File: config.mk
export PLATFORM = sky130hd
export DESIGN_NAME = tpd_top
export DESIGN_NICKNAME = d
export VERILOG_FILES = /design/src/verilog/tpd_pkg.sv /design/src/verilog/tpd_phase.sv /design/src/verilog/tpd_serial.sv /design/src/verilog/tpd_top.sv
export SDC_FILE = /design/constraint.sdc
export NUM_CORES = 1
export LEC_CHECK = 0
export ABC_AREA = 1
export BUFFER_PORTS_ARGS = -buffer_cell sky130_fd_sc_hd__buf_2
export CORE_ASPECT_RATIO = 1.75
export CORE_MARGIN = 8
export CORE_UTILIZATION = 35
export DETAILED_ROUTE_END_ITERATION = 8
export HOLD_SLACK_MARGIN = 0.02
export SYNTH_ARGS = -nofsm -noshare
export SYNTH_HDL_FRONTEND = slang
export SYNTH_HIERARCHICAL = 1
export SYNTH_SLANG_ARGS = --single-unit
File: constraint.sdc
create_clock -name pclk -period 3.6 [get_ports pclk]
set_input_delay 0.18 -clock pclk [delete_from_list [all_inputs] [get_ports pclk]]
set_output_delay 0.18 -clock pclk [all_outputs]
set_load 0.01 [all_outputs]
File: src/verilog/tpd_pkg.sv
// Package of offsets, reset values, field positions and modes for the three-phase decoder
package tpd_pkg;
	localparam int          TPD_ADDR_W     = 8;
	localparam int          TPD_DATA_W     = 32;
	localparam int          TPD_SENSE_W    = 8;
	localparam int          TPD_FAULT_N    = 4;
	localparam int          TPD_SER_BITS   = 16;
	// APB byte offsets
	localparam logic [7:0]  TPD_OFF_CTRL   = 8'h00;
	localparam logic [7:0]  TPD_OFF_ILIM   = 8'h04;
	localparam logic [7:0]  TPD_OFF_STAT   = 8'h08;
	localparam logic [7:0]  TPD_OFF_STRAP  = 8'h0C;
	localparam logic [7:0]  TPD_OFF_INTST  = 8'h10;
	localparam logic [7:0]  TPD_OFF_INTEN  = 8'h14;
	localparam logic [7:0]  TPD_OFF_INTCLR = 8'h18;
	// Serial register addresses
	localparam logic [5:0]  TPD_SER_STAT   = 6'h00;
	localparam logic [5:0]  TPD_SER_CTRL   = 6'h01;
	// Reset values
	localparam logic [1:0]  TPD_MODE_RST   = 2'h0;
	localparam logic [7:0]  TPD_ILIM_RST   = 8'h80;
	localparam logic [2:0]  TPD_INTEN_RST  = 3'h0;
	// Interrupt bit positions
	localparam int          TPD_INT_FAULT  = 0;
	localparam int          TPD_INT_LIMIT  = 1;
	localparam int          TPD_INT_SERWR  = 2;
	// Mode field codes
	typedef enum logic [1:0] {
		TPD_MODE_6X    = 2'h0,
		TPD_MODE_6X_CL = 2'h1,
		TPD_MODE_3X    = 2'h2,
		TPD_MODE_3X_CL = 2'h3
	} tpd_mode_e;
endpackage : tpd_pkg

File: src/verilog/tpd_phase.sv
// One half-bridge command decoder with current-limit high-side suppression
`timescale 1ns/1ps
module tpd_phase (
	input  wire logic       pclk,
	input  wire logic       presetn,
	input  wire logic [1:0] mode,
	input  wire logic       hi_cmd,
	input  wire logic       lo_cmd,
	input  wire logic       over_limit,
	output logic            hs_on,
	output logic            ls_on
);
	import tpd_pkg::*;

	logic hs_nxt, ls_nxt, hi_d_r, sup_r, sup_nxt, dec_hs, dec_ls, cl;

	always_comb begin
		cl = mode[0];
		// Suppression holds until the next rising high-side command; a new trip wins
		sup_nxt = cl & ((over_limit & hi_cmd) | (sup_r & ~(hi_cmd & ~hi_d_r)));
		if (mode[1]) begin
			dec_hs = lo_cmd & hi_cmd;
			dec_ls = lo_cmd & ~hi_cmd;
		end else begin
			dec_hs = hi_cmd & ~lo_cmd;
			dec_ls = lo_cmd & ~hi_cmd;
		end
		hs_nxt = dec_hs & ~sup_nxt;
		ls_nxt = dec_ls;
	end

	always_ff @(posedge pclk or negedge presetn) begin
		if (!presetn) begin
			hi_d_r <= 1'b0;
			sup_r  <= 1'b0;
			hs_on  <= 1'b0;
			ls_on  <= 1'b0;
		end else begin
			hi_d_r <= hi_cmd;
			sup_r  <= sup_nxt;
			hs_on  <= hs_nxt;
			ls_on  <= ls_nxt;
		end
	end
endmodule : tpd_phase

File: src/verilog/tpd_serial.sv
// Serial configuration port: 16-bit frames, open-drain data out
`timescale 1ns/1ps
module tpd_serial (
	input  wire logic       pclk,
	input  wire logic       presetn,
	input  wire logic       enable,
	input  wire logic       sclk,
	input  wire logic       sdi,
	input  wire logic       sel_n,
	input  wire logic [7:0] status_byte,
	input  wire logic [7:0] rd_data,
	output logic      [5:0] rd_addr,
	output logic            wr_stb,
	output logic      [5:0] wr_addr,
	output logic      [7:0] wr_data,
	output logic            sdo_oe
);
	import tpd_pkg::*;

	logic        sclk_d_r, sclk_d_nxt, active, fall, wr_stb_nxt, oe_nxt;
	logic [4:0]  cnt_r, cnt_nxt;
	logic [15:0] in_r, in_nxt, out_r, out_nxt;
	logic [5:0]  wr_addr_nxt;
	logic [7:0]  wr_data_nxt;

	assign rd_addr = in_r[5:0];

	always_comb begin
		active      = enable & ~sel_n;
		fall        = sclk_d_r & ~sclk;
		sclk_d_nxt  = sclk;
		cnt_nxt     = cnt_r;
		in_nxt      = in_r;
		out_nxt     = out_r;
		wr_stb_nxt  = 1'b0;
		wr_addr_nxt = wr_addr;
		wr_data_nxt = wr_data;
		if (!active) begin
			cnt_nxt = 5'h00;
			in_nxt  = 16'h0000;
			out_nxt = {status_byte, 8'h00};
		end else if (fall) begin
			in_nxt  = {in_r[14:0], sdi};
			out_nxt = {out_r[14:0], 1'b0};
			cnt_nxt = cnt_r + 5'h01;
			if (cnt_r == 5'h07)
				out_nxt = {rd_data, 8'h00};
			if (cnt_r == 5'h0F && !in_r[14]) begin
				wr_stb_nxt  = 1'b1;
				wr_addr_nxt = in_r[13:8];
				wr_data_nxt = {in_r[6:0], sdi};
			end
		end
		oe_nxt = active & ~out_nxt[15];
	end

	always_ff @(posedge pclk or negedge presetn) begin
		if (!presetn) begin
			sclk_d_r <= 1'b0;
			cnt_r    <= 5'h00;
			in_r     <= 16'h0000;
			out_r    <= 16'h0000;
			wr_stb   <= 1'b0;
			wr_addr  <= 6'h00;
			wr_data  <= 8'h00;
			sdo_oe   <= 1'b0;
		end else begin
			sclk_d_r <= sclk_d_nxt;
			cnt_r    <= cnt_nxt;
			in_r     <= in_nxt;
			out_r    <= out_nxt;
			wr_stb   <= wr_stb_nxt;
			wr_addr  <= wr_addr_nxt;
			wr_data  <= wr_data_nxt;
			sdo_oe   <= oe_nxt;
		end
	end
endmodule : tpd_serial

File: src/verilog/tpd_top.sv
// Three-phase command decoder top: pin sync, mode select, straps, serial and APB registers, interrupt
//
// Design decisions made here: the register addresses and the APB slave port.
`timescale 1ns/1ps
module tpd_top (
	input  wire logic                            pclk,
	input  wire logic                            presetn,
	input  wire logic [tpd_pkg::TPD_ADDR_W-1:0]  paddr,
	input  wire logic                            psel,
	input  wire logic                            penable,
	input  wire logic                            pwrite,
	input  wire logic [tpd_pkg::TPD_DATA_W-1:0]  pwdata,
	output logic      [tpd_pkg::TPD_DATA_W-1:0]  prdata,
	output logic                                 pready,
	output logic                                 pslverr,
	input  wire logic [2:0]                      high_side_command,
	input  wire logic [2:0]                      low_side_command,
	input  wire logic [7:0]                      cfg_pin_lvl,
	input  wire logic                            variant_strapped,
	input  wire logic [tpd_pkg::TPD_FAULT_N-1:0] fault_src,
	input  wire logic [tpd_pkg::TPD_SENSE_W-1:0] sense_a,
	input  wire logic [tpd_pkg::TPD_SENSE_W-1:0] sense_b,
	input  wire logic [tpd_pkg::TPD_SENSE_W-1:0] sense_c,
	output logic      [2:0]                      phase_hs_on,
	output logic      [2:0]                      phase_ls_on,
	output logic                                 limit_cmp_enable,
	output logic                                 fault_indicator_n,
	output logic                                 sdo_out,
	output logic                                 sdo_oe,
	output logic                                 irq,
	output logic      [7:0]                      strap_settings
);
	import tpd_pkg::*;

	localparam int SYNC_W = 6 + 8 + 1 + TPD_FAULT_N;

	function automatic logic [TPD_SENSE_W-1:0] umax(input logic [TPD_SENSE_W-1:0] a, input logic [TPD_SENSE_W-1:0] b);
		umax = (a > b) ? a : b;
	endfunction

	// Two-flop synchronisers for every pin input except the sense buses; left running in reset so straps are valid at release
	logic [SYNC_W-1:0] sync1_r, sync2_r;
	always_ff @(posedge pclk) begin
		sync1_r <= {fault_src, variant_strapped, cfg_pin_lvl, low_side_command, high_side_command};
		sync2_r <= sync1_r;
	end

	logic [2:0]             hi_s, lo_s;
	logic [7:0]             lvl_s;
	logic                   var_s;
	logic [TPD_FAULT_N-1:0] flt_s;
	assign hi_s  = sync2_r[2:0];
	assign lo_s  = sync2_r[5:3];
	assign lvl_s = sync2_r[13:6];
	assign var_s = sync2_r[14];
	assign flt_s = sync2_r[SYNC_W-1:15];

	// Straps caught once after reset release; pin order clk/gain, sdi/slew, sdo/mode, sel/overcurrent
	logic       strap_done_r, strap_done_nxt, variant_r, variant_nxt;
	logic [7:0] strap_nxt;
	always_comb begin
		strap_done_nxt = 1'b1;
		variant_nxt    = strap_done_r ? variant_r : var_s;
		strap_nxt      = strap_settings;
		if (!strap_done_r)
			strap_nxt = var_s ? lvl_s : 8'h00;
	end
	always_ff @(posedge pclk or negedge presetn) begin
		if (!presetn) begin
			strap_done_r   <= 1'b0;
			variant_r      <= 1'b0;
			strap_settings <= 8'h00;
		end else begin
			strap_done_r   <= strap_done_nxt;
			variant_r      <= variant_nxt;
			strap_settings <= strap_nxt;
		end
	end

	// Active scheme from the strap or the mode field
	logic [1:0] mode_r, mode_nxt, act_mode;
	assign act_mode = variant_r ? strap_settings[5:4] : mode_r;

	// Serial port on the shared pins, digital level is the upper level bit
	logic       ser_wr, ser_en;
	logic [5:0] ser_rd_addr, ser_wr_addr;
	logic [7:0] ser_wr_data, ser_rd_data, stat_byte;
	assign ser_en = strap_done_r & ~variant_r;
	always_comb begin
		stat_byte   = {1'b0, variant_r, act_mode, flt_s};
		ser_rd_data = 8'h00;
		if (ser_rd_addr == TPD_SER_STAT)
			ser_rd_data = stat_byte;
		else if (ser_rd_addr == TPD_SER_CTRL)
			ser_rd_data = {6'h00, mode_r};
	end
	tpd_serial u_serial (
		.pclk        (pclk),
		.presetn     (presetn),
		.enable      (ser_en),
		.sclk        (lvl_s[1]),
		.sdi         (lvl_s[3]),
		.sel_n       (lvl_s[7]),
		.status_byte (stat_byte),
		.rd_data     (ser_rd_data),
		.rd_addr     (ser_rd_addr),
		.wr_stb      (ser_wr),
		.wr_addr     (ser_wr_addr),
		.wr_data     (ser_wr_data),
		.sdo_oe      (sdo_oe)
	);

	// Current-limit comparator over the largest sense magnitude
	logic                   cl_en, over_r, over_nxt;
	logic [TPD_SENSE_W-1:0] ilim_r, ilim_nxt;
	always_comb begin
		cl_en    = act_mode[0];
		over_nxt = cl_en & (umax(umax(sense_a, sense_b), sense_c) > ilim_r);
	end

	genvar g;
	generate
		for (g = 0; g < 3; g++) begin : g_phase
			tpd_phase u_phase (
				.pclk       (pclk),
				.presetn    (presetn),
				.mode       (act_mode),
				.hi_cmd     (hi_s[g]),
				.lo_cmd     (lo_s[g]),
				.over_limit (over_r),
				.hs_on      (phase_hs_on[g]),
				.ls_on      (phase_ls_on[g])
			);
		end
	endgenerate

	// APB slave, zero wait states
	logic        apb_wr, pready_nxt, pslverr_nxt, fault_any;
	logic [31:0] prdata_nxt;
	logic [2:0]  int_st_r, int_st_nxt, int_en_r, int_en_nxt, int_ev;
	logic        flt_d_r;
	assign apb_wr    = psel & penable & pwrite & pready;
	assign fault_any = |flt_s;

	always_comb begin
		pready_nxt  = psel & ~penable;
		pslverr_nxt = 1'b0;
		prdata_nxt  = 32'h0000_0000;
		if (paddr == TPD_OFF_CTRL)
			prdata_nxt = {30'h0, mode_r};
		else if (paddr == TPD_OFF_ILIM)
			prdata_nxt = {24'h0, ilim_r};
		else if (paddr == TPD_OFF_STAT)
			prdata_nxt = {20'h0, phase_ls_on, phase_hs_on, over_r, cl_en, variant_r, fault_any, act_mode};
		else if (paddr == TPD_OFF_STRAP)
			prdata_nxt = {24'h0, strap_settings};
		else if (paddr == TPD_OFF_INTST)
			prdata_nxt = {29'h0, int_st_r};
		else if (paddr == TPD_OFF_INTEN)
			prdata_nxt = {29'h0, int_en_r};
		else if (paddr == TPD_OFF_INTCLR)
			prdata_nxt = 32'h0000_0000;
		else
			pslverr_nxt = psel & ~penable;
		if (!(psel & ~penable))
			prdata_nxt = 32'h0000_0000;
	end

	always_comb begin
		mode_nxt   = mode_r;
		ilim_nxt   = ilim_r;
		int_en_nxt = int_en_r;
		int_st_nxt = int_st_r;
		if (apb_wr && paddr == TPD_OFF_CTRL)
			mode_nxt = pwdata[1:0];
		else if (apb_wr && paddr == TPD_OFF_ILIM)
			ilim_nxt = pwdata[TPD_SENSE_W-1:0];
		else if (apb_wr && paddr == TPD_OFF_INTEN)
			int_en_nxt = pwdata[2:0];
		else if (apb_wr && paddr == TPD_OFF_INTCLR)
			int_st_nxt = int_st_r & ~pwdata[2:0];
		if (ser_wr && ser_wr_addr == TPD_SER_CTRL)
			mode_nxt = ser_wr_data[1:0];
		int_ev                = 3'h0;
		int_ev[TPD_INT_FAULT] = fault_any & ~flt_d_r;
		int_ev[TPD_INT_LIMIT] = over_nxt & ~over_r;
		int_ev[TPD_INT_SERWR] = ser_wr;
		int_st_nxt            = int_st_nxt | int_ev;
	end

	always_ff @(posedge pclk or negedge presetn) begin
		if (!presetn) begin
			pready            <= 1'b0;
			pslverr           <= 1'b0;
			prdata            <= 32'h0000_0000;
			mode_r            <= TPD_MODE_RST;
			ilim_r            <= TPD_ILIM_RST;
			int_en_r          <= TPD_INTEN_RST;
			int_st_r          <= 3'h0;
			flt_d_r           <= 1'b0;
			over_r            <= 1'b0;
			irq               <= 1'b0;
			limit_cmp_enable  <= 1'b0;
			fault_indicator_n <= 1'b1;
			sdo_out           <= 1'b0;
		end else begin
			pready            <= pready_nxt;
			pslverr           <= pslverr_nxt;
			prdata            <= prdata_nxt;
			mode_r            <= mode_nxt;
			ilim_r            <= ilim_nxt;
			int_en_r          <= int_en_nxt;
			int_st_r          <= int_st_nxt;
			flt_d_r           <= fault_any;
			over_r            <= over_nxt;
			irq               <= |(int_st_nxt & int_en_nxt);
			limit_cmp_enable  <= cl_en;
			fault_indicator_n <= ~fault_any;
			sdo_out           <= 1'b0;
		end
	end
endmodule : tpd_top

==> metrics.md <==
| Metric | Value |
|---|---|
| Layout cell share with drive strength beyond 1 | `between 20% and 30%` |
| Bufs on Longest Clock Path | `2` |
| Ys Warns | `6` |
| Worst slew pin tran | `between 0.7 and 0.8 ns` |
| Register area | `3340 um2` |
| Ports | `141` |
| Die width | `120 um` |
| CP startpoint kind | `input port` |
| Final nets | `1001` |
| Syn Inst Count | `749` |
| RSZ-0062 raised after global routing | `no` |
| Fmax | `0.308 GHz` |
| Sequential power share | `between 40% and 50%` |
| Via count | `slightly above 5000` |
| Pre-CTS setup slack | `-0.192 ns` |
| Pwr dens | `467 nW/um2` |
| Power Total | `3.81 mW` |
| Initial antenna violation count | `0` |
| Slowest-stage cell, CP | `ha_1` |
| Setup bufs post-CTS | `0` |
| Num CTS Buffers | `17` |
| H-tree lvl count | `4` |
| Critical path buffers and inverters | `5` |
| DRT Pass-1 Iters | `4` |
| Die Height | `198 um` |
| Fin crit share | `90.1%` |
| Post-Syn Area | `about 6600 um2` |
| Worst Setup Path Type | `input port to flop` |
| CP Max Fanout | `8` |
| Run status | `completed` |
| Final Hold Vio Count | `0` |
| DP Area | `7340 um2` |
| Area Overhead vs Synth | `23.3%` |
| Fin. max-slew vios | `0` |
| Hold crit path type | `input port to flop` |
| Crit. End Element | `flop` |
| Worst skew pair latency | `0.42 ns` |
| CP max stage delay | `slightly below 0.3 ns` |
| CTS tree | `done` |
| Syn Area/Cell | `8.84 um2` |
| Vias/cell | `4.45` |
| Remaining Overflow, GRT | `0` |
| Worst Skew | `0.00843 ns` |
| Fill cells | `1895` |
| Leak pwr | `roughly 4.2 nW` |
| Core area | `18600 um2` |
| DRT antenna net count | `0` |
| Crit path max-delay family | `simple AND/OR/NAND/NOR gates` |
| HPWL Detailed | `12.3 mm` |
| CP required | `3.95 ns` |
| DRT iter0 DRCs | `236` |
| Sw Share | `approximately a quarter` |
| VDD IR max | `0.000283 V` |
| Psw | `0.977 mW` |
| Tot GR Track Use | `13.8%` |
| Crit path DAT | `3.60 ns` |
| Comb power frac | `between 10% and 20%` |
| Clock network power share | `44.9%` |
| CTS Root Cell | `clkbuf_16` |
| Max Cap Viol | `0` |
| Post-route setup slack | `0.358 ns` |
| Clock transition at path regs | `about 0.06 ns` |
| Cell Int Power | `2.84 mW` |
| Clock sinks | `141` |
| Antenna cells | `0` |
| Number of global-route vias before repair | `5380` |
| Final routed DRC violation total | `0` |
| Relative slew slack | `about half` |
| IO Port Bufs | `95` |
| Global placer's final weighted congestion | `0.853` |
| Final setup fails | `0` |
| Footprint of the multi-input gates | `2580 um2` |
| Largest net degree at the start of global routing | `60` |
| Initial Utilization | `35.6%` |
| Worst path most repeated cell | `nand2_1` |
| Die footprint | `23700 um2` |
| Post-Route WL | `15.6 mm` |
| Fin area | `8160 um2` |
| Row cnt | `66` |
| Final Critical Period | `3.24 ns` |
| First-pass GRT wire length | `25.9 mm` |
| DR WL/cell | `13.7 um` |
-- power groups by stage --
stage               Combinational, mW  Clock [mW]  Sequential [mW]
finish                          0.437        1.71             1.66
global route                    0.500        1.82             1.67
CTS                             0.444        1.76             1.66
detailed placement              0.424           0             1.69
global placement                0.419           0             1.69
floorplan                       0.261           0             1.69
-- worst reg2reg max path: cells and delay by family, from the launching register on --
family          cells  cell delay (ns)
compound gates      2             0.35
flops               1             0.43
buf+inv             3             0.37
simple gates        3             0.94
-- metrics by stage --
| step | TNS (ns) | util, % | hold slack, ns | instances |
|---|---|---|---|---|
| 2_1_floorplan | 0 | - | -0.116 | 771 |
| 3_3_place_gp | -0.179 | 39.5 | 0.281 | 1084 |
| 3_5_place_dp | -0.264 | 39.5 | 0.284 | 1084 |
| 4_1_cts | 0 | 43.9 | 0.0241 | 1138 |
| 5_1_grt | 0 | 43.9 | 0.0369 | 1138 |
| 6_report | 0 | 43.9 | 0.0316 | 1138 |
-- sequential cells by signal (all words and copies together) (netlist names), 2 cells and up --
name,count
sync1_r,19
sync2_r,19
u_serial/in_r,15
u_serial/out_r,15
prdata,12
ilim_r,8
strap_settings,8
u_serial/wr_addr,6
u_serial/cnt_r,5
g_phase.u_phase/hi_d_r,3
g_phase.u_phase/hs_on,3
g_phase.u_phase/ls_on,3
g_phase.u_phase/sup_r,3
int_en_r,3
int_st_r,3
mode_r,2
u_serial/wr_data,2
-- timing repair --
action,4_1_cts,5_1_grt
hold buffers,22,0
setup endpoints to repair,0,1
gates resized for setup,0,3
endpoints found under the hold margin,77,0
-- per-layer routing --
layer / vias up / part of all wire [%] / GRT usage (%)
met5: - / 0 / 0
met4: 0 / 4.3 / 8.93
met3: 33 / 3.7 / 3.02
met2: 112 / 55 / 25.8
met1: 2301 / 37 / 13.2
li1: 2619 / - / -
-- placed cells by master (no fill, tap or decap), types with 24 or more instances in the layout --
master,n
dfrtp_1,101
nand2_1,140
ha_1,26
a21oi_1,25
buf_2,94
o22ai_1,24
inv_1,117
nand3_1,51
nor2_1,41
conb_1,24
o21ai_0,25
dfxtp_1,38
-- final timing paths --
check	slack (ns)	endpoint	start	depth (start not counted)
max in group asynchronous	2.38	ilim_r[7]	presetn	3
min reg2reg	0.32	sync2_r[16]	sync1_r[16]	0
max	0.36	irq	sense_b[7]	28
min in group asynchronous	0.36	limit_cmp_enable	presetn	2
max reg2reg	1.44	u_serial/out_r[13]	strap_done_r	8
min	0.03	ilim_r[4]	pwdata[4]	3
-- area by class of cell --
cell class                      count  area share, %
Multi-Input combinational cell    458           31.6
Clock inverter                     13           1.53
Tap cell                          238           3.65
Clock buffer                       19           5.69
Sequential cell                   141           40.9
Timing Repair Buffer              138           10.6
Inverter                          131           6.02
(Power assumes the default switching activity.)
